<file path="config.mk">
export PLATFORM = sky130hd
export DESIGN_NAME = eiw_top
export DESIGN_NICKNAME = d
export VERILOG_FILES = /design/src/eiw_pkg.sv /design/src/eiw_top.sv /design/src/eiw_pin_sync.sv
export SDC_FILE = /design/constraint.sdc
export NUM_CORES = 1
export LEC_CHECK = 0
export BUFFER_PORTS_ARGS = -buffer_cell sky130_fd_sc_hd__buf_4
export CAP_MARGIN = 10
export CORE_ASPECT_RATIO = 0.75
export CORE_UTILIZATION = 50
export DETAILED_ROUTE_END_ITERATION = 8
export PLACE_DENSITY = 0.81
export SETUP_SLACK_MARGIN = 0.1
export SLEW_MARGIN = 20
export SYNTH_ARGS = -nofsm -noshare
export SYNTH_HDL_FRONTEND = slang
export SYNTH_SLANG_ARGS = --single-unit
</file>
<file path="constraint.sdc">
create_clock -name clk -period 19.25 [get_ports clk]
set_clock_uncertainty 0.1 [all_clocks]
set_input_delay 0 -clock clk [delete_from_list [all_inputs] [get_ports clk]]
set_output_delay 0 -clock clk [all_outputs]
set_load 0.02 [all_outputs]
</file>
<file path="src/eiw_pkg.sv">
package eiw_pkg;
    // ==========================================================
    // Sizes
    localparam int NUM_SRC = 14;
    localparam int NUM_EXT = 10;
    localparam int NUM_LE = 2;
    localparam int NUM_EO = 8;
    localparam int NUM_PC = 8;
    localparam int PRIO_W = 2;
    localparam int ID_W = 4;

    // ==========================================================
    // Source indices, lower index wins a tie within one level
    localparam int SRC_INT0 = 0;
    localparam int SRC_T0 = 1;
    localparam int SRC_INT1 = 2;
    localparam int SRC_T1 = 3;
    localparam int SRC_UART1 = 4;
    localparam int SRC_T2 = 5;
    localparam int SRC_UART2 = 6;
    localparam int SRC_INT29 = 7;
    localparam int SRC_PCHG = 8;
    localparam int SRC_T3 = 9;
    localparam int SRC_ADCTK = 10;
    localparam int SRC_SPI = 11;
    localparam int SRC_I2C = 12;
    localparam int SRC_PWM = 13;

    // ==========================================================
    // Reset values
    localparam logic PIN_IDLE = 1'b1;
    localparam logic [NUM_SRC-1:0] PEND_RST = 14'h0000;
    localparam logic [NUM_EO-1:0] FLAG_RST = 8'h00;

    // ==========================================================
    // Carriers
    typedef struct packed {
        logic [NUM_EXT-1:0] ext_irq_enable_bit;
        logic [NUM_LE-1:0] level_mode;
        logic [NUM_PC-1:0] pc_enable;
        logic [NUM_SRC-1:0] src_enable;
        logic [NUM_SRC*PRIO_W-1:0] prio;
        logic global_enable;
    } eiw_cfg_s;

    typedef struct packed {
        logic ack;
        logic [ID_W-1:0] ack_id;
        logic [NUM_SRC-1:0] sw_clear;
        logic [NUM_EO-1:0] ext_clear;
        logic [NUM_PC-1:0] pc_clear;
        logic in_service;
        logic [PRIO_W-1:0] svc_level;
        logic sleeping;
        logic pd_req;
    } eiw_cpu_s;

    typedef struct packed {
        logic [3:0] timer;
        logic [1:0] uart1;
        logic [1:0] uart2;
        logic adc_tk;
        logic spi;
        logic i2c;
        logic [2:0] pwm;
    } eiw_evt_s;

    typedef struct packed {
        logic req;
        logic [ID_W-1:0] id;
        logic [PRIO_W-1:0] level;
    } eiw_req_s;
endpackage

</file>
<file path="src/eiw_top.sv">
`timescale 1ns/1ps
module eiw_top (
    input wire logic clk,
    input wire logic rst,
    input wire logic [eiw_pkg::NUM_LE-1:0] level_or_edge_irq_pins,
    input wire logic [eiw_pkg::NUM_EO-1:0] edge_only_irq_pins,
    input wire logic [eiw_pkg::NUM_PC-1:0] pin_change_port_pins,
    input wire eiw_pkg::eiw_cfg_s cfg,
    input wire eiw_pkg::eiw_cpu_s cpu,
    input wire eiw_pkg::eiw_evt_s evt,
    output eiw_pkg::eiw_req_s irq_reg,
    output logic [eiw_pkg::NUM_SRC-1:0] pend_reg,
    output logic [eiw_pkg::NUM_EO-1:0] ext_flag_reg,
    output logic [eiw_pkg::NUM_PC-1:0] pc_flag_reg,
    output logic wake_reg,
    output logic pd_grant_reg,
    output logic pd_refused_reg
);
    import eiw_pkg::*;

    localparam int NPIN = NUM_LE + NUM_EO + NUM_PC;

    // ==========================================================
    // Pin synchronisation and edge detection
    logic [NPIN-1:0] lvl;
    logic [NPIN-1:0] prev;

    eiw_pin_sync #(.W(NPIN)) u_sync (
        .clk(clk),
        .rst(rst),
        .pin_async({pin_change_port_pins, edge_only_irq_pins,
                    level_or_edge_irq_pins}),
        .pin_level(lvl),
        .pin_prev(prev)
    );

    logic [NUM_EXT-1:0] ext_lvl;
    logic [NUM_EXT-1:0] ext_fall;
    logic [NUM_PC-1:0] pc_chg;
    logic [NUM_LE-1:0] le_fire;
    logic [NUM_EO-1:0] eo_fire;
    logic [NUM_PC-1:0] pc_fire;
    logic pd_block;

    assign ext_lvl = lvl[NUM_EXT-1:0];
    assign ext_fall = prev[NUM_EXT-1:0] & ~ext_lvl;
    assign pc_chg = prev[NPIN-1:NUM_EXT] ^ lvl[NPIN-1:NUM_EXT];
    // Level mode fires every cycle the pin stays low
    assign le_fire = cfg.ext_irq_enable_bit[NUM_LE-1:0]
        & ((cfg.level_mode & ~ext_lvl[NUM_LE-1:0])
        | (~cfg.level_mode & ext_fall[NUM_LE-1:0]));
    assign eo_fire = cfg.ext_irq_enable_bit[NUM_EXT-1:NUM_LE]
        & ext_fall[NUM_EXT-1:NUM_LE];
    assign pc_fire = cfg.pc_enable & pc_chg;
    assign pd_block = |(~ext_lvl & cfg.ext_irq_enable_bit);

    // ==========================================================
    // Source gathering
    logic [NUM_SRC-1:0] set_v;
    logic [NUM_SRC-1:0] ack_v;
    logic [NUM_EO-1:0] ext_flag_next;
    logic [NUM_PC-1:0] pc_flag_next;

    always_comb begin
        set_v = '0;
        set_v[SRC_INT0] = le_fire[0];
        set_v[SRC_INT1] = le_fire[1];
        set_v[SRC_T0] = evt.timer[0];
        set_v[SRC_T1] = evt.timer[1];
        set_v[SRC_T2] = evt.timer[2];
        set_v[SRC_T3] = evt.timer[3];
        set_v[SRC_UART1] = |evt.uart1;
        set_v[SRC_UART2] = |evt.uart2;
        set_v[SRC_ADCTK] = evt.adc_tk;
        set_v[SRC_SPI] = evt.spi;
        set_v[SRC_I2C] = evt.i2c;
        set_v[SRC_PWM] = |evt.pwm;
        ack_v = '0;
        if (cpu.ack) begin
            ack_v[cpu.ack_id] = 1'b1;
        end
    end

    // Per-pin flags of the grouped sources; a new edge beats a clear
    always_comb begin
        ext_flag_next = ext_flag_reg;
        pc_flag_next = pc_flag_reg;
        if (ack_v[SRC_INT29]) begin
            ext_flag_next = '0;
        end
        if (ack_v[SRC_PCHG]) begin
            pc_flag_next = '0;
        end
        ext_flag_next = (ext_flag_next & ~cpu.ext_clear) | eo_fire;
        pc_flag_next = (pc_flag_next & ~cpu.pc_clear) | pc_fire;
    end

    always_ff @(posedge clk or posedge rst) begin
        if (rst) begin
            ext_flag_reg <= FLAG_RST;
            pc_flag_reg <= FLAG_RST;
        end else begin
            ext_flag_reg <= ext_flag_next;
            pc_flag_reg <= pc_flag_next;
        end
    end

    // Pending bits hold until vectored or cleared; set wins
    always_ff @(posedge clk or posedge rst) begin
        if (rst) begin
            pend_reg <= PEND_RST;
        end else begin
            for (int i = 0; i < NUM_SRC; i++) begin
                if (i == SRC_INT29) begin
                    pend_reg[i] <= |ext_flag_next;
                end else if (i == SRC_PCHG) begin
                    pend_reg[i] <= |pc_flag_next;
                end else begin
                    pend_reg[i] <= set_v[i]
                        | (pend_reg[i] & ~ack_v[i] & ~cpu.sw_clear[i]);
                end
            end
        end
    end

    // ==========================================================
    // Four-level arbitration
    function automatic logic [ID_W+PRIO_W:0] eiw_pick(
        input logic [NUM_SRC-1:0] cand,
        input logic [NUM_SRC*PRIO_W-1:0] prio
    );
        logic [ID_W+PRIO_W:0] best;
        logic [PRIO_W-1:0] p;
        best = '0;
        for (int i = NUM_SRC - 1; i >= 0; i--) begin
            p = prio[i*PRIO_W +: PRIO_W];
            // Equal level: the lower index overwrites, so it wins
            if (cand[i] && (!best[ID_W+PRIO_W] ||
                            p >= best[PRIO_W-1:0])) begin
                best = {1'b1, ID_W'(i), p};
            end
        end
        return best;
    endfunction

    logic [ID_W+PRIO_W:0] pick;
    logic pick_ok;

    assign pick = eiw_pick(pend_reg & cfg.src_enable & ~ack_v,
                           cfg.prio);
    // Only a strictly higher level preempts the running handler
    assign pick_ok = pick[ID_W+PRIO_W] && cfg.global_enable
        && (!cpu.in_service || pick[PRIO_W-1:0] > cpu.svc_level);

    always_ff @(posedge clk or posedge rst) begin
        if (rst) begin
            irq_reg <= '0;
        end else begin
            irq_reg.req <= pick_ok;
            irq_reg.id <= pick[PRIO_W +: ID_W];
            irq_reg.level <= pick[PRIO_W-1:0];
        end
    end

    // ==========================================================
    // Wake-up and power-down gate
    always_ff @(posedge clk or posedge rst) begin
        if (rst) begin
            wake_reg <= 1'b0;
        end else begin
            wake_reg <= cpu.sleeping
                && (|le_fire || |eo_fire || |pc_fire);
        end
    end

    always_ff @(posedge clk or posedge rst) begin
        if (rst) begin
            pd_grant_reg <= 1'b0;
            pd_refused_reg <= 1'b0;
        end else begin
            pd_grant_reg <= cpu.pd_req && !pd_block;
            pd_refused_reg <= cpu.pd_req && pd_block;
        end
    end
endmodule

</file>
<file path="src/eiw_pin_sync.sv">
`timescale 1ns/1ps
// Two-stage synchroniser plus one history stage for edge detection
module eiw_pin_sync #(
    parameter int W = 18
) (
    input wire logic clk,
    input wire logic rst,
    input wire logic [W-1:0] pin_async,
    output logic [W-1:0] pin_level,
    output logic [W-1:0] pin_prev
);
    import eiw_pkg::*;

    logic [W-1:0] meta_reg;

    always_ff @(posedge clk or posedge rst) begin
        if (rst) begin
            meta_reg <= {W{PIN_IDLE}};
            pin_level <= {W{PIN_IDLE}};
            pin_prev <= {W{PIN_IDLE}};
        end else begin
            meta_reg <= pin_async;
            pin_level <= meta_reg;
            pin_prev <= pin_level;
        end
    end
endmodule

</file>
; ---- Word level (Yosys, flattened, before mapping)
; Cells that the tools add are included.
[totals]
reg_bits = 94
input_bits = 137
out_inout_bits = 40
elab_cells = 187
[op_classes]
n_lt_le_gt_ge = 16
muxes = 19
n_bitwise = 81
reduce_logical = 59
[ops]
columns = op, n
row1 = $mux 7, 14
row2 = $and 8x8->8, 4
row3 = $reduce_or 8->1, 4
row4 = $and 14x14->14, 2
row5 = $ge 2x2->1, 13
row6 = $and 1x1->1, 24
row7 = $not 1->1, 24
row8 = $and 10x10->10, 2
row9 = $logic_and 1x1->1, 19
row10 = $logic_or 1x1->1, 16
row11 = $mux 8, 2
row12 = $not 8->8, 2
row13 = $or 8x8->8, 2
row14 = $logic_not 1->1, 15
row15 = $mux 14, 1
row16 = $not 14->14, 1
row17 = $or 1x1->1, 12
row18 = $not 10->10, 1
row19 = $reduce_or 10->1, 1
row20 = $xor 8x8->8, 1
row21 = $and 2x2->2, 3
row22 = $reduce_or 2->1, 3
row23 = $lt 4x5->1 const B, 1
row24 = $demux 1 s4, 1
row25 = other kinds (6), 7

; ---- Logic depth before layout (Yosys ltp)
; Gate-level depths: netlist of run 1.
[depth]
ltp_word = 63
depth_mapped = 96
mapped_depth_nobuf = 95

; ---- Cells and area by module
; A second synthesis of run 1 with hierarchy kept.
[hier_totals]
cells_unflattened = 445
area_unflattened_um2 = 4707.0
[by_module_without_submodules]
columns = module, instances, cells_each, area_per_inst_um2, seq_area_each_um2
row1 = eiw_top, 1, 390, 3284.4, 1001.0
row2 = eiw_pin_sync, 1, 55, 1422.6, 1418.9

; ---- Worst setup path before layout of run 1
; OpenSTA, ideal clock, no wires.
[synth_path]
path_type = reg2reg
startpoint = register pend_reg[13] in the netlist's numbering
endpoint = register irq_reg[6] in the netlist's numbering
arrival_ns = 16.574
required_ns = 19.073
slack_ns = 2.498
stages_incl_launch_ff = 94
synth_period_minus_slack_ns = 16.752
cell_sequence = dfrtp_1 o211a_1 and2_1 ha_1 nand2b_1 a21oi_1 a21o_1 o21ai_0 ha_1 nand2b_1 a21oi_1 a21boi_0 o221ai_1 o21a_1 ha_1 nand2b_1 a21oi_1 o31ai_4 [... 58 more ...] ha_1 nand2b_1 maj3_1 nor2_1 nor4_4 a21oi_1 a22oi_1 ha_1 nand2b_1 a21oi_1 a21oi_1 nor2_1 a22o_1 a21o_1 ha_1 a21oi_1 o21ai_0 a21oi_1
[synth_via]
elab_chain_cells = 58
word_cells_on_any_way = 72
cone_classes = order compare (14) / mux (14) / bitwise (2) / reduce/logical (42)
[synth_rtl]
columns = element, line_no
row1 = start: declaration, eiw_top.sv:12  ; output logic [eiw_pkg::NUM_SRC-1:0] pend_reg,
row2 = start signal: indexed assignment, eiw_top.sv:115  ; pend_reg[i] <= |ext_flag_next;
row3 = start signal: indexed assignment, eiw_top.sv:117  ; pend_reg[i] <= |pc_flag_next;
row4 = start signal: indexed assignment, eiw_top.sv:119  ; pend_reg[i] <= set_v[i]
row5 = $and 14x14->14 * (2 in a row), eiw_top.sv:149  ; assign pick = eiw_pick(pend_reg & cfg.src_enable & ~ack_v,
row6 = $mux 7 *, eiw_top.sv:138  ; if (cand[i] && (!best[ID_W+PRIO_W] ||
row7 = $ge 2x2->1 / $logic_not 1->1 (equally long branches), "eiw_top.sv:139, eiw_top.sv:138"
row8 = $logic_or 1x1->1, eiw_top.sv:138
row9 = $logic_and 1x1->1, eiw_top.sv:138
row10 = $mux 7 *, eiw_top.sv:138
row11 = $ge 2x2->1 / $logic_not 1->1 (equally long branches), "eiw_top.sv:139, eiw_top.sv:138"
row12 = $logic_or 1x1->1, eiw_top.sv:138
row13 = [... 42 more ...], --
row14 = $ge 2x2->1 / $logic_not 1->1 (equally long branches), "eiw_top.sv:139, eiw_top.sv:138"
row15 = $logic_or 1x1->1, eiw_top.sv:138
row16 = $logic_and 1x1->1, eiw_top.sv:138
row17 = $mux 7 *, eiw_top.sv:138
row18 = $gt 2x2->1, eiw_top.sv:153  ; && (!cpu.in_service || pick[PRIO_W-1:0] > cpu.svc_level);
row19 = $logic_or 1x1->1, eiw_top.sv:153
row20 = $logic_and 1x1->1 *, eiw_top.sv:153
row21 = via pick_ok, eiw_top.sv:147  ; logic pick_ok;
row22 = end: declaration, eiw_top.sv:11  ; output eiw_pkg::eiw_req_s irq_reg,
; The timed path passes the listed nets; every way through them passes the cells marked *.

; ---- Worst setup path in the final report of run 1
; Same ends and word-level chain as after synthesis.

==> reports/summary.log, run 1 <==
INFO  timing         worstMarginPinSlew=0.774ns
INFO  synth          leading_register_cell_type_out_of_synthesis=dfstp_2
INFO  setup_path     critPathCaptureType=flop
INFO  setup_path     critical_path_arrival=18.50ns
INFO  power          irDropWorstVdd=0.0000637V
INFO  layout         final-instance-count-excl-fill=865
INFO  synth          syn-instance-count=466
INFO  synth          edff_count_synth=0
INFO  cts            cts_tree=yes
INFO  global_routing wire_length_of_the_first_global_routing_pass=25.2mm
INFO  setup_path     crit_path_max_fanout=10
INFO  routing        route.detailed.wl_per_inst=19.7microns
INFO  layout         commonest_non_fill_non_tap_cell_in_the_layout=buf_4
INFO  synth          asyncSetResetFlopFracSynth=100%
INFO  routing        detail-route-antenna-nets=0
INFO  synth          yosysTopAreaCell=dfstp_2
INFO  cts            cts_root_buf=clkbuf_16
INFO  layout         final_core_utilization=82.3%
INFO  floorplan      die_width=116microns
INFO  floorplan      fp.coreArea=0.00920sqmm
INFO  synth          synthDominantCellAreaShare=29.4%
INFO  placement      hpwl=10.7mm
INFO  placement      postPlaceCellArea=0.00629sqmm
INFO  layout         fillCellCount=528
INFO  layout         stdcell_area=0.00757sqmm
INFO  global_routing initial_antenna_violation_count=0
INFO  placement      placedCellCount=765
INFO  timing         worst_slew_margin_rel=48.4%
INFO  floorplan      die_height=87.1microns
INFO  global_routing first_global_vias=5091
INFO  floorplan      design.die.area=0.0101sqmm
INFO  global_routing grt_remaining_overflow=0
INFO  setup_path     critPathMostFrequentCell=ha_1
INFO  synth          yosys.cell_types.count=63
INFO  timing         timing.final.max_slew_violations=0
INFO  layout         area_growth_syn_to_layout=56.7%
INFO  floorplan      io-pin-count=177
INFO  placement      gp_congestion=0.936
INFO  synth          synth_area_per_cell=10.4squm
INFO  run            maxCapViolations=0
INFO  routing        vias_per_cell=5.90
INFO  global_routing grt.total_usage=33.5%
INFO  synth          post_synth_main_area_contributors=dfstp_2 29%, dfrtp_1 21%, ha_1 5.4%, o21ai_0 4.1%, nand2b_1 4.0%
INFO  status         run_status=complete, no violations
INFO  routing        routed_wl=17.0mm
INFO  cts            cts_inserted_buffers=9
INFO  synth          yosysWarningCount=0
INFO  cts            htree_levels=3
INFO  hold_path      hp-class=input pin to flop
INFO  layout         regArea=0.00242sqmm
INFO  setup_path     critPathMaxStageDelay=0.43ns
INFO  cts            clock-sinks=94
INFO  routing        route.detailed.drc=0
INFO  power          p_per_area=81.3mW/mm^2
INFO  timing         setup-violations-final=0
INFO  setup_path     timing.critical_path.from_type=flop
INFO  layout         fin_nets=889
INFO  setup_path     critPathSlowestCell=dfrtp_1
INFO  synth          postSynthNetCount=624
INFO  synth          synth_sequential_area_ratio=50.1%
INFO  global_routing maximum_number_of_pins_on_one_net_before_global_route_repair=88
INFO  timing         timing_hold_violations_final=0
INFO  setup_path     critical_path_class=flop to flop
INFO  timing         final_period_minus_worst_setup_slack=18.33ns
INFO  floorplan      rows=30
INFO  cts            clock_tree.buffer_depth=2
INFO  routing        starting_drc_count_in_detailed_routing=444
INFO  placement      place.port_buffers=174
INFO  layout         multi_input_gate_area_in_the_final_layout=0.00241sqmm
INFO  layout         most-common-layout-cells=183 x buf_4, 77 x dlygate4sd3_1, 54 x dfstp_2
INFO  routing        vias=5104
INFO  synth          yosys_register_bits=94
INFO  cts            worstSkewPairLatency=0.34ns
INFO  power          power_leakage=3.42nW
INFO  setup_path     worstPathRequired=19.42ns
INFO  timing         fmax=0.0545GHz
INFO  synth          cell_area_synth=0.00483sqmm
INFO  cts            clkTransAtPathRegs=0.07ns
INFO  layout         drive_gt1_share=39.4%
INFO  floorplan      initial_core_util=52.6%
INFO  routing        detailedRoute.firstPassIterationCount=7
INFO  timing         post-route-period-util=95.2%
[per-stage QoR]
stage	setup slack, ns	TNS [ns]	hold slack (ns)	total power [mW]
6_report	0.917	0	0.0278	0.616
2_1_floorplan	2.50	0	-0.0955	0.326
3_5_place_dp	0.364	0	-0.0219	0.390
3_3_place_gp	0.984	0	-0.0264	0.384
5_1_grt	-0.182	-0.193	0.0267	0.639
4_1_cts	0.225	0	0.00351	0.594
[timing repair]
item                                   4_1_cts  5_1_grt
endpoints found under the hold margin       60        0
gates resized for setup                      0       31
setup endpoints to repair                    0        7
hold buffers                                77        0
buffers inserted                             0        6
[Yosys cell counts (5+ instances only)]
master,count
xor2_1,8
ha_1,21
nand3_1,8
nor4_1,7
nand2b_1,31
nand2_1,36
nor2_1,25
a21o_1,5
a21oi_1,24
nand4_1,6
inv_1,27
nor2b_1,10
nor3_1,7
o21bai_1,11
o211a_1,10
o21ai_1,5
o211ai_1,15
o21ai_0,40
dfrtp_1,40
dfstp_2,54
[path summary, 6_finish.rpt]
path                                         to  cells past startpoint  slack [ns]                 from
setup / recovery                     irq_reg[6]                     92        0.92         pend_reg[13]
hold / removal                       irq_reg[1]                      3        0.03               cfg[4]
setup reg to reg                     irq_reg[6]                     92        0.92         pend_reg[13]
hold reg to reg            u_sync.pin_level[10]                      0        0.25  u_sync.meta_reg[10]
max in group asynchronous          pend_reg[10]                      4       18.07                  rst
min in group asynchronous   u_sync.meta_reg[17]                      3        0.20                  rst
[kinds of logic after synthesis]
group | Yosys count | synth area share (%)
multiplexers | 3 | 0.647
buffers and inverters | 34 | 2.87
flip-flops | 94 | 50.1
AO/OA/AOI/OAI | 157 | 23.1
AND/OR/NAND/NOR | 148 | 16.2
adder cells (fa/ha/maj) | 22 | 5.64
XOR/XNOR | 8 | 1.45
[area by class of cell]
type / instances / share of cell area (%)
well taps: 128 / 2.12
flip-flops and latches: 94 / 32.0
inverters: 27 / 1.35
diodes: 1 / 0.0330
repair buffers: 261 / 28.5
multi-input cells: 338 / 31.9
clock inverters: 5 / 0.826
clock buffers: 11 / 3.35
[where the power goes]
| group | switching [mW] | leakage (nW) | internal, mW |
|---|---|---|---|
| logic | 0.104 | 2.23 | 0.0953 |
| clock network | 0.0793 | 0.156 | 0.110 |
| registers | 0.00878 | 1.04 | 0.218 |
[critical path, delay by kind of cell, from the launching register on]
kind / cells / cell delay (ns)
and+or+nand+nor: 23 / 3.42
adders and majority gates: 15 / 4.12
muxes: 2 / 0.68
buffers and inverters: 6 / 0.72
DFF: 1 / 0.43
AOI/OAI and AO/OA: 46 / 8.77
[routing by layer]
metal / wire length (microns) / vias up / global-route usage, %
li1: - / 2239 / -
met1: 6360 / 2414 / 39.2
met3: 1450 / 95 / 9.05
met4: 870 / 0 / 15.9
met2: 8350 / 356 / 57.3
met5: 0 / - / 0
Note: power is estimated with default switching activity, not from simulation.
==> run 2, diff against run 1 <==
Clock period 19.25 ns to 19.73 ns, I/O delays scaled along.
==> run 2 against run 1 <==
  * Sequential power is 2% lower
  * Combinational power is 8% lower
  * Utilization is 1.7 points lower
  * Final cell count is 0.92% lower
  * Global-route usage is 0.097 points higher
  * Register-to-register slack better by 0.34 ns
  * Die area stayed put
  * Worst hold slack worse by 0.0077 ns
  * Non-clock buffer count is 7 lower
  * Critical endpoint unchanged
  * Highest routed layer unchanged
==> reports/summary.log, run 2 (synthesis results as in run 1) <==
INFO  timing         grt_setup_unrepaired=no
INFO  hold_path      min_from=cfg[60]
INFO  routing        detail-route-antenna-nets=0
INFO  routing        vias=4916
INFO  setup_path     crit_path_max_fanout=10
INFO  global_routing first_global_vias=4986
INFO  timing         final.setup.worst_slack=1.26ns
INFO  setup_path     worst_r2r_path_depth=93
INFO  routing        route.detailed.drc=0
INFO  cts            worstSkewPairLatency=0.35ns
INFO  global_routing grt.total_usage=33.6%
INFO  timing         timing.final.max_slew_violations=0
INFO  timing         finalSetupTns=0ns
INFO  setup_path     critPathCaptureType=flop
INFO  placement      place_worst_setup_slack=0.677ns
INFO  cts            cts_inserted_buffers=9
INFO  setup_path     reg2reg_to=irq_reg[6]
INFO  cts            clkTransAtPathRegs=0.07ns
INFO  placement      hpwl=10.6mm
INFO  floorplan      rows=30
INFO  setup_path     critical_path_arrival=18.59ns
INFO  layout         commonest_non_fill_non_tap_cell_in_the_layout=buf_4
INFO  routing        route.detailed.wl_per_inst=19.4microns
INFO  setup_path     timing.reg2reg.setup_slack=1.26ns
INFO  hold_path      hp-class=input pin to flop
INFO  power          total_switching_power=0.188mW
INFO  placement      place.port_buffers=174
INFO  floorplan      initial_core_util=52.6%
INFO  setup_path     critical_path_class=flop to flop
INFO  power          p_seq_share=38.3%
INFO  power          power_report.internal_total=0.391mW
INFO  floorplan      design.die.area=0.0101sqmm
INFO  timing         setup-violations-final=0
INFO  setup_path     critPathMaxStageDelay=0.44ns
INFO  hold_path      hold_end=ext_flag_reg[5]
INFO  routing        detailedRoute.firstPassIterationCount=6
INFO  global_routing maximum_number_of_pins_on_one_net_before_global_route_repair=88
INFO  floorplan      die_height=87.1microns
INFO  timing         post-route-period-util=93.6%
INFO  setup_path     worstPathRequired=19.85ns
INFO  timing         worstMarginPinSlew=0.770ns
INFO  global_routing initial_antenna_violation_count=0
INFO  floorplan      fp.coreArea=0.00920sqmm
INFO  layout         fin_nets=882
INFO  floorplan      die_width=116microns
INFO  routing        vias_per_cell=5.74
INFO  timing         timing_hold_violations_final=0
INFO  timing         fmax=0.0541GHz
INFO  cts            cts_root_buf=clkbuf_16
INFO  cts            cts_tree=yes
INFO  layout         antenna_cells=0
INFO  cts            clock_tree.buffer_depth=2
INFO  power          power_leakage=3.37nW
INFO  power          p_per_area=78.1mW/mm^2
INFO  power          clock_power_share=30.1%
INFO  layout         most-common-layout-cells=176 x buf_4, 77 x dlygate4sd3_1, 54 x dfstp_2
INFO  cts            postCtsSetupRepairBufs=0
INFO  setup_path     worstReg2RegStart=pend_reg[13]
INFO  run            maxCapViolations=0
INFO  status         run_status=complete, no violations
INFO  cts            htree_levels=3
INFO  global_routing grt_remaining_overflow=0
INFO  global_routing wire_length_of_the_first_global_routing_pass=25.0mm
INFO  placement      gp_congestion=0.933
INFO  power          sw_ratio=32.5%
INFO  floorplan      io-pin-count=177
INFO  timing         final_period_minus_worst_setup_slack=18.47ns
INFO  routing        starting_drc_count_in_detailed_routing=374
INFO  hold_path      whs_path_depth=4
INFO  power          irDropWorstVdd=0.0000702V
INFO  setup_path     timing.critical_path.from_type=flop
INFO  routing        routed_wl=16.6mm
INFO  setup_path     critPathSlowestCell=a2111oi_0
INFO  cts            clock-sinks=94
INFO  layout         area_growth_syn_to_layout=53.4%
INFO  timing         worst_slew_margin_rel=48.7%
INFO  setup_path     critPathMostFrequentCell=ha_1
INFO  power          pwr-share-comb=31.6%
INFO  layout         drive_gt1_share=37.2%
## run 2: cell count changes in the layout (fill, tap and decap cells not counted), moves of 2 or more
cell,change
buf_4,-7
a21oi_1,+4
a21oi_2,-3
inv_6,+2
nor2_1,+2
nor2_2,-2
## run 2: worst max-delay path by stage
| stage | startpoint | endpoint | cells after the start |
|---|---|---|---|
| finish | pend_reg[13] | irq_reg[6] | 93 |
| global route | pend_reg[13] | irq_reg[6] | 93 |
| CTS | pend_reg[13] | irq_reg[6] | 92 |
| detailed placement | cpu[36] | irq_reg[6] | 94 |
| global placement | cpu[36] | irq_reg[6] | 94 |
| floorplan | pend_reg[13] | irq_reg[6] | 93 |
## run 2: area by class of cell
| cell class | instances | area (sq um) |
|---|---|---|
| Clock buffer | 10 | 229 |
| Multi-Input combinational cell | 338 | 2330 |
| Clock inverter | 6 | 62.6 |
| Inverter | 27 | 103 |
| Tap cell | 128 | 160 |
| Fill cell | 574 | 1780 |
| Timing Repair Buffer | 254 | 2100 |
| Sequential cell | 94 | 2420 |
## run 2: metrics by stage
| step | area (sq um) | total power, mW | hold slack [ns] | utilization, % | std cells |
|---|---|---|---|---|---|
| 3_5_place_dp | 6290 | 0.379 | -0.0189 | 68.4 | 764 |
| 6_report | 7410 | 0.579 | 0.0201 | 80.6 | 857 |
| 5_1_grt | 7410 | 0.604 | 0.0537 | 80.6 | 857 |
| 2_1_floorplan | 4830 | 0.318 | -0.0955 | - | 466 |
| 4_1_cts | 7350 | 0.566 | 0.0123 | 79.9 | 857 |
| 3_3_place_gp | 6290 | 0.374 | -0.0262 | 68.4 | 764 |
## run 2: metal layers
layer  global-route usage [%]  up-vias  share of wire [%]
met5                        0        -                  0
met4                     16.3        0                4.3
met3                     6.54       63                7.1
met2                     57.8      275                 49
met1                     40.6     2349                 40
li1                         -     2229                  -
## run 2: repair_timing
item	in CTS	in global routing
hold buffers	77	0
setup endpoints to repair	0	7
endpoints found under the hold margin	60	0
resized for setup	0	14
## run 2: power groups by stage
stage	Sequential [mW]	Combinational, mW	Clock (mW)
finish	0.222	0.183	0.174
global route	0.223	0.198	0.183
CTS	0.221	0.173	0.173
detailed placement	0.224	0.155	0
global placement	0.223	0.151	0
floorplan	0.236	0.0826	0
## run 2: critical path, delay by kind of cell, from the launching register on
kind	cells	cell delay [ns]
flops	1	0.41
compound gates	47	9.28
mux	2	0.71
buf+inv	5	0.41
fa+ha+maj	15	3.90
simple gates	24	3.51
==> run 3, diff against run 2 <==
==> constraint.sdc (replaced) <==
create_clock -name clk -period 19.73 [get_ports clk]
set_clock_uncertainty 0.1 [all_clocks]
set_input_delay 0.9865 -clock clk [delete_from_list [all_inputs] [get_ports clk]]
set_output_delay 0.9865 -clock clk [all_outputs]
set_load 0.02 [all_outputs]
==> run 3 against run 2 <==
  * Sequential share of layout area up 3.4 points
  * Power down 4.0%
  * Die area unchanged
  * Combinational power down 9%
  * Non-clock buffer count down 71
  * Final cell count down 8.3%
==> reports/summary.log, run 3 (synthesis results as in run 1) <==
INFO  layout         most-common-layout-cells=182 x buf_4, 54 x dfstp_2, 40 x o21ai_0, 40 x dfrtp_1, 36 x nand2_1
INFO  cts            cts-hold-fix-buffers=0
INFO  placement      place_worst_setup_slack=0.224ns
INFO  timing         finalSetupTns=0ns
INFO  global_routing grt_remaining_overflow=0
INFO  setup_path     crit_path_max_fanout=9
INFO  timing         post-route-period-util=93.1%
INFO  timing         fmax=0.0544GHz
INFO  setup_path     timing.critical_path.from_type=input pin
INFO  layout         stdcell_area=0.00671sqmm
INFO  timing         final_period_minus_worst_setup_slack=18.37ns
INFO  timing         grt_setup_unrepaired=no
INFO  timing         worst_slew_margin_rel=47.1%
INFO  layout         area_growth_syn_to_layout=38.8%
INFO  setup_path     critPathMaxStageDelay=0.44ns
INFO  routing        route.detailed.drc=0
INFO  layout         fillCellCount=683
INFO  global_routing first_global_vias=4272
INFO  routing        route.detailed.wl_per_inst=17.3microns
INFO  run            maxCapViolations=0
INFO  timing         timing.final.max_slew_violations=0
INFO  routing        detailedRoute.firstPassIterationCount=6
INFO  placement      postPlaceCellArea=0.00631sqmm
INFO  layout         fin_nets=811
INFO  global_routing wire_length_of_the_first_global_routing_pass=20.5mm
INFO  layout         final-instance-count-excl-fill=786
INFO  placement      hpwl=10.6mm
INFO  cts            clock-sinks=94
INFO  setup_path     critPathMostFrequentCell=ha_1
INFO  layout         antenna_cells=0
INFO  floorplan      fp.coreArea=0.00920sqmm
INFO  cts            cts_inserted_buffers=9
INFO  floorplan      io-pin-count=177
INFO  placement      gp_congestion=0.915
INFO  cts            worstSkewPairLatency=0.34ns
INFO  global_routing initial_antenna_violation_count=0
INFO  layout         drive_gt1_share=42.7%
INFO  cts            htree_levels=3
INFO  cts            cts_root_buf=clkbuf_16
INFO  timing         setup-violations-final=0
INFO  timing         final.setup.worst_slack=1.36ns
INFO  layout         commonest_non_fill_non_tap_cell_in_the_layout=buf_4
INFO  setup_path     worstPathRequired=19.84ns
INFO  setup_path     critPathSlowestCell=a221oi_2
INFO  routing        vias=4411
INFO  cts            clkTransAtPathRegs=0.07ns
INFO  routing        starting_drc_count_in_detailed_routing=331
INFO  layout         final_core_utilization=72.9%
INFO  routing        routed_wl=13.6mm
INFO  timing         hold-worst-slack=0.255ns
INFO  status         run_status=complete, no violations
INFO  floorplan      rows=30
INFO  global_routing grt.total_usage=27.2%
INFO  timing         worstMarginPinSlew=0.794ns
INFO  floorplan      initial_core_util=52.6%
INFO  floorplan      die_width=116microns
INFO  power          p_per_area=82.9mW/mm^2
INFO  setup_path     critical_path_class=input pin to flop
INFO  routing        detail-route-antenna-nets=0
INFO  hold_path      hp-class=flop to flop
INFO  power          sum_of_internal_switching_and_leakage_power=0.556mW
INFO  setup_path     critPathCaptureType=flop
INFO  cts            cts_tree=yes
INFO  placement      place.port_buffers=174
INFO  setup_path     critical_path_arrival=18.49ns
INFO  placement      placedCellCount=767
INFO  routing        vias_per_cell=5.61
INFO  timing         timing_hold_violations_final=0
INFO  floorplan      die_height=87.1microns
INFO  floorplan      design.die.area=0.0101sqmm
INFO  global_routing maximum_number_of_pins_on_one_net_before_global_route_repair=88
INFO  cts            clock_tree.buffer_depth=2
INFO  power          irDropWorstVdd=0.0000652V
INFO  power          power_leakage=3.09nW
run 3: power by group:
part	switching, mW	leakage [nW]	internal [mW]
Clock	0.0808	0.147	0.0888
Sequential	0.00776	1.04	0.213
Combinational	0.0883	1.90	0.0772
Total	0.177	3.09	0.379
run 3: final timing paths:
path	from	to	slack (ns)	cells past startpoint
setup / recovery	cpu[38]	irq_reg[6]	1.36	94
hold reg to reg	u_sync.meta_reg[10]	u_sync.pin_level[10]	0.25	0
hold / removal	u_sync.meta_reg[10]	u_sync.pin_level[10]	0.25	0
min in group asynchronous	rst	u_sync.meta_reg[17]	0.61	2
setup reg to reg	pend_reg[13]	irq_reg[6]	1.99	92
max in group asynchronous	rst	irq_reg[2]	18.18	3
run 3: layer usage:
metal / track usage [%] / vias to the layer above / part of all wire (%)
met2: 43.5 / 196 / 48
li1: - / 2072 / -
met3: 7.03 / 11 / 8.0
met4: 7.91 / 0 / 0.66
met5: 0 / - / 0
met1: 36.5 / 2132 / 43
run 3: worst max-delay path, delay by kind of cell:
family / cells / cell delay (ns)
and+or+nand+nor: 27 / 3.74
AOI/OAI and AO/OA: 45 / 8.63
muxes: 2 / 0.66
adders and majority gates: 15 / 4.00
buffers and inverters: 5 / 0.47
run 3: area by class of cell:
class                      count  area, sq um  area share, %
clock buffer                   9          225           3.36
clock inverter                 7         67.6           1.01
inverter                      27          103           1.53
multi-input combinational    338         2350           35.1
sequential                    94         2420           36.1
tap                          128          160           2.39
timing repair buffer         183         1380           20.5
run 3: timing repair:
item | 4_1_cts | 5_1_grt
gates resized for setup | 0 | 19
setup endpoints to repair | 0 | 7
setup buffers | 0 | 3
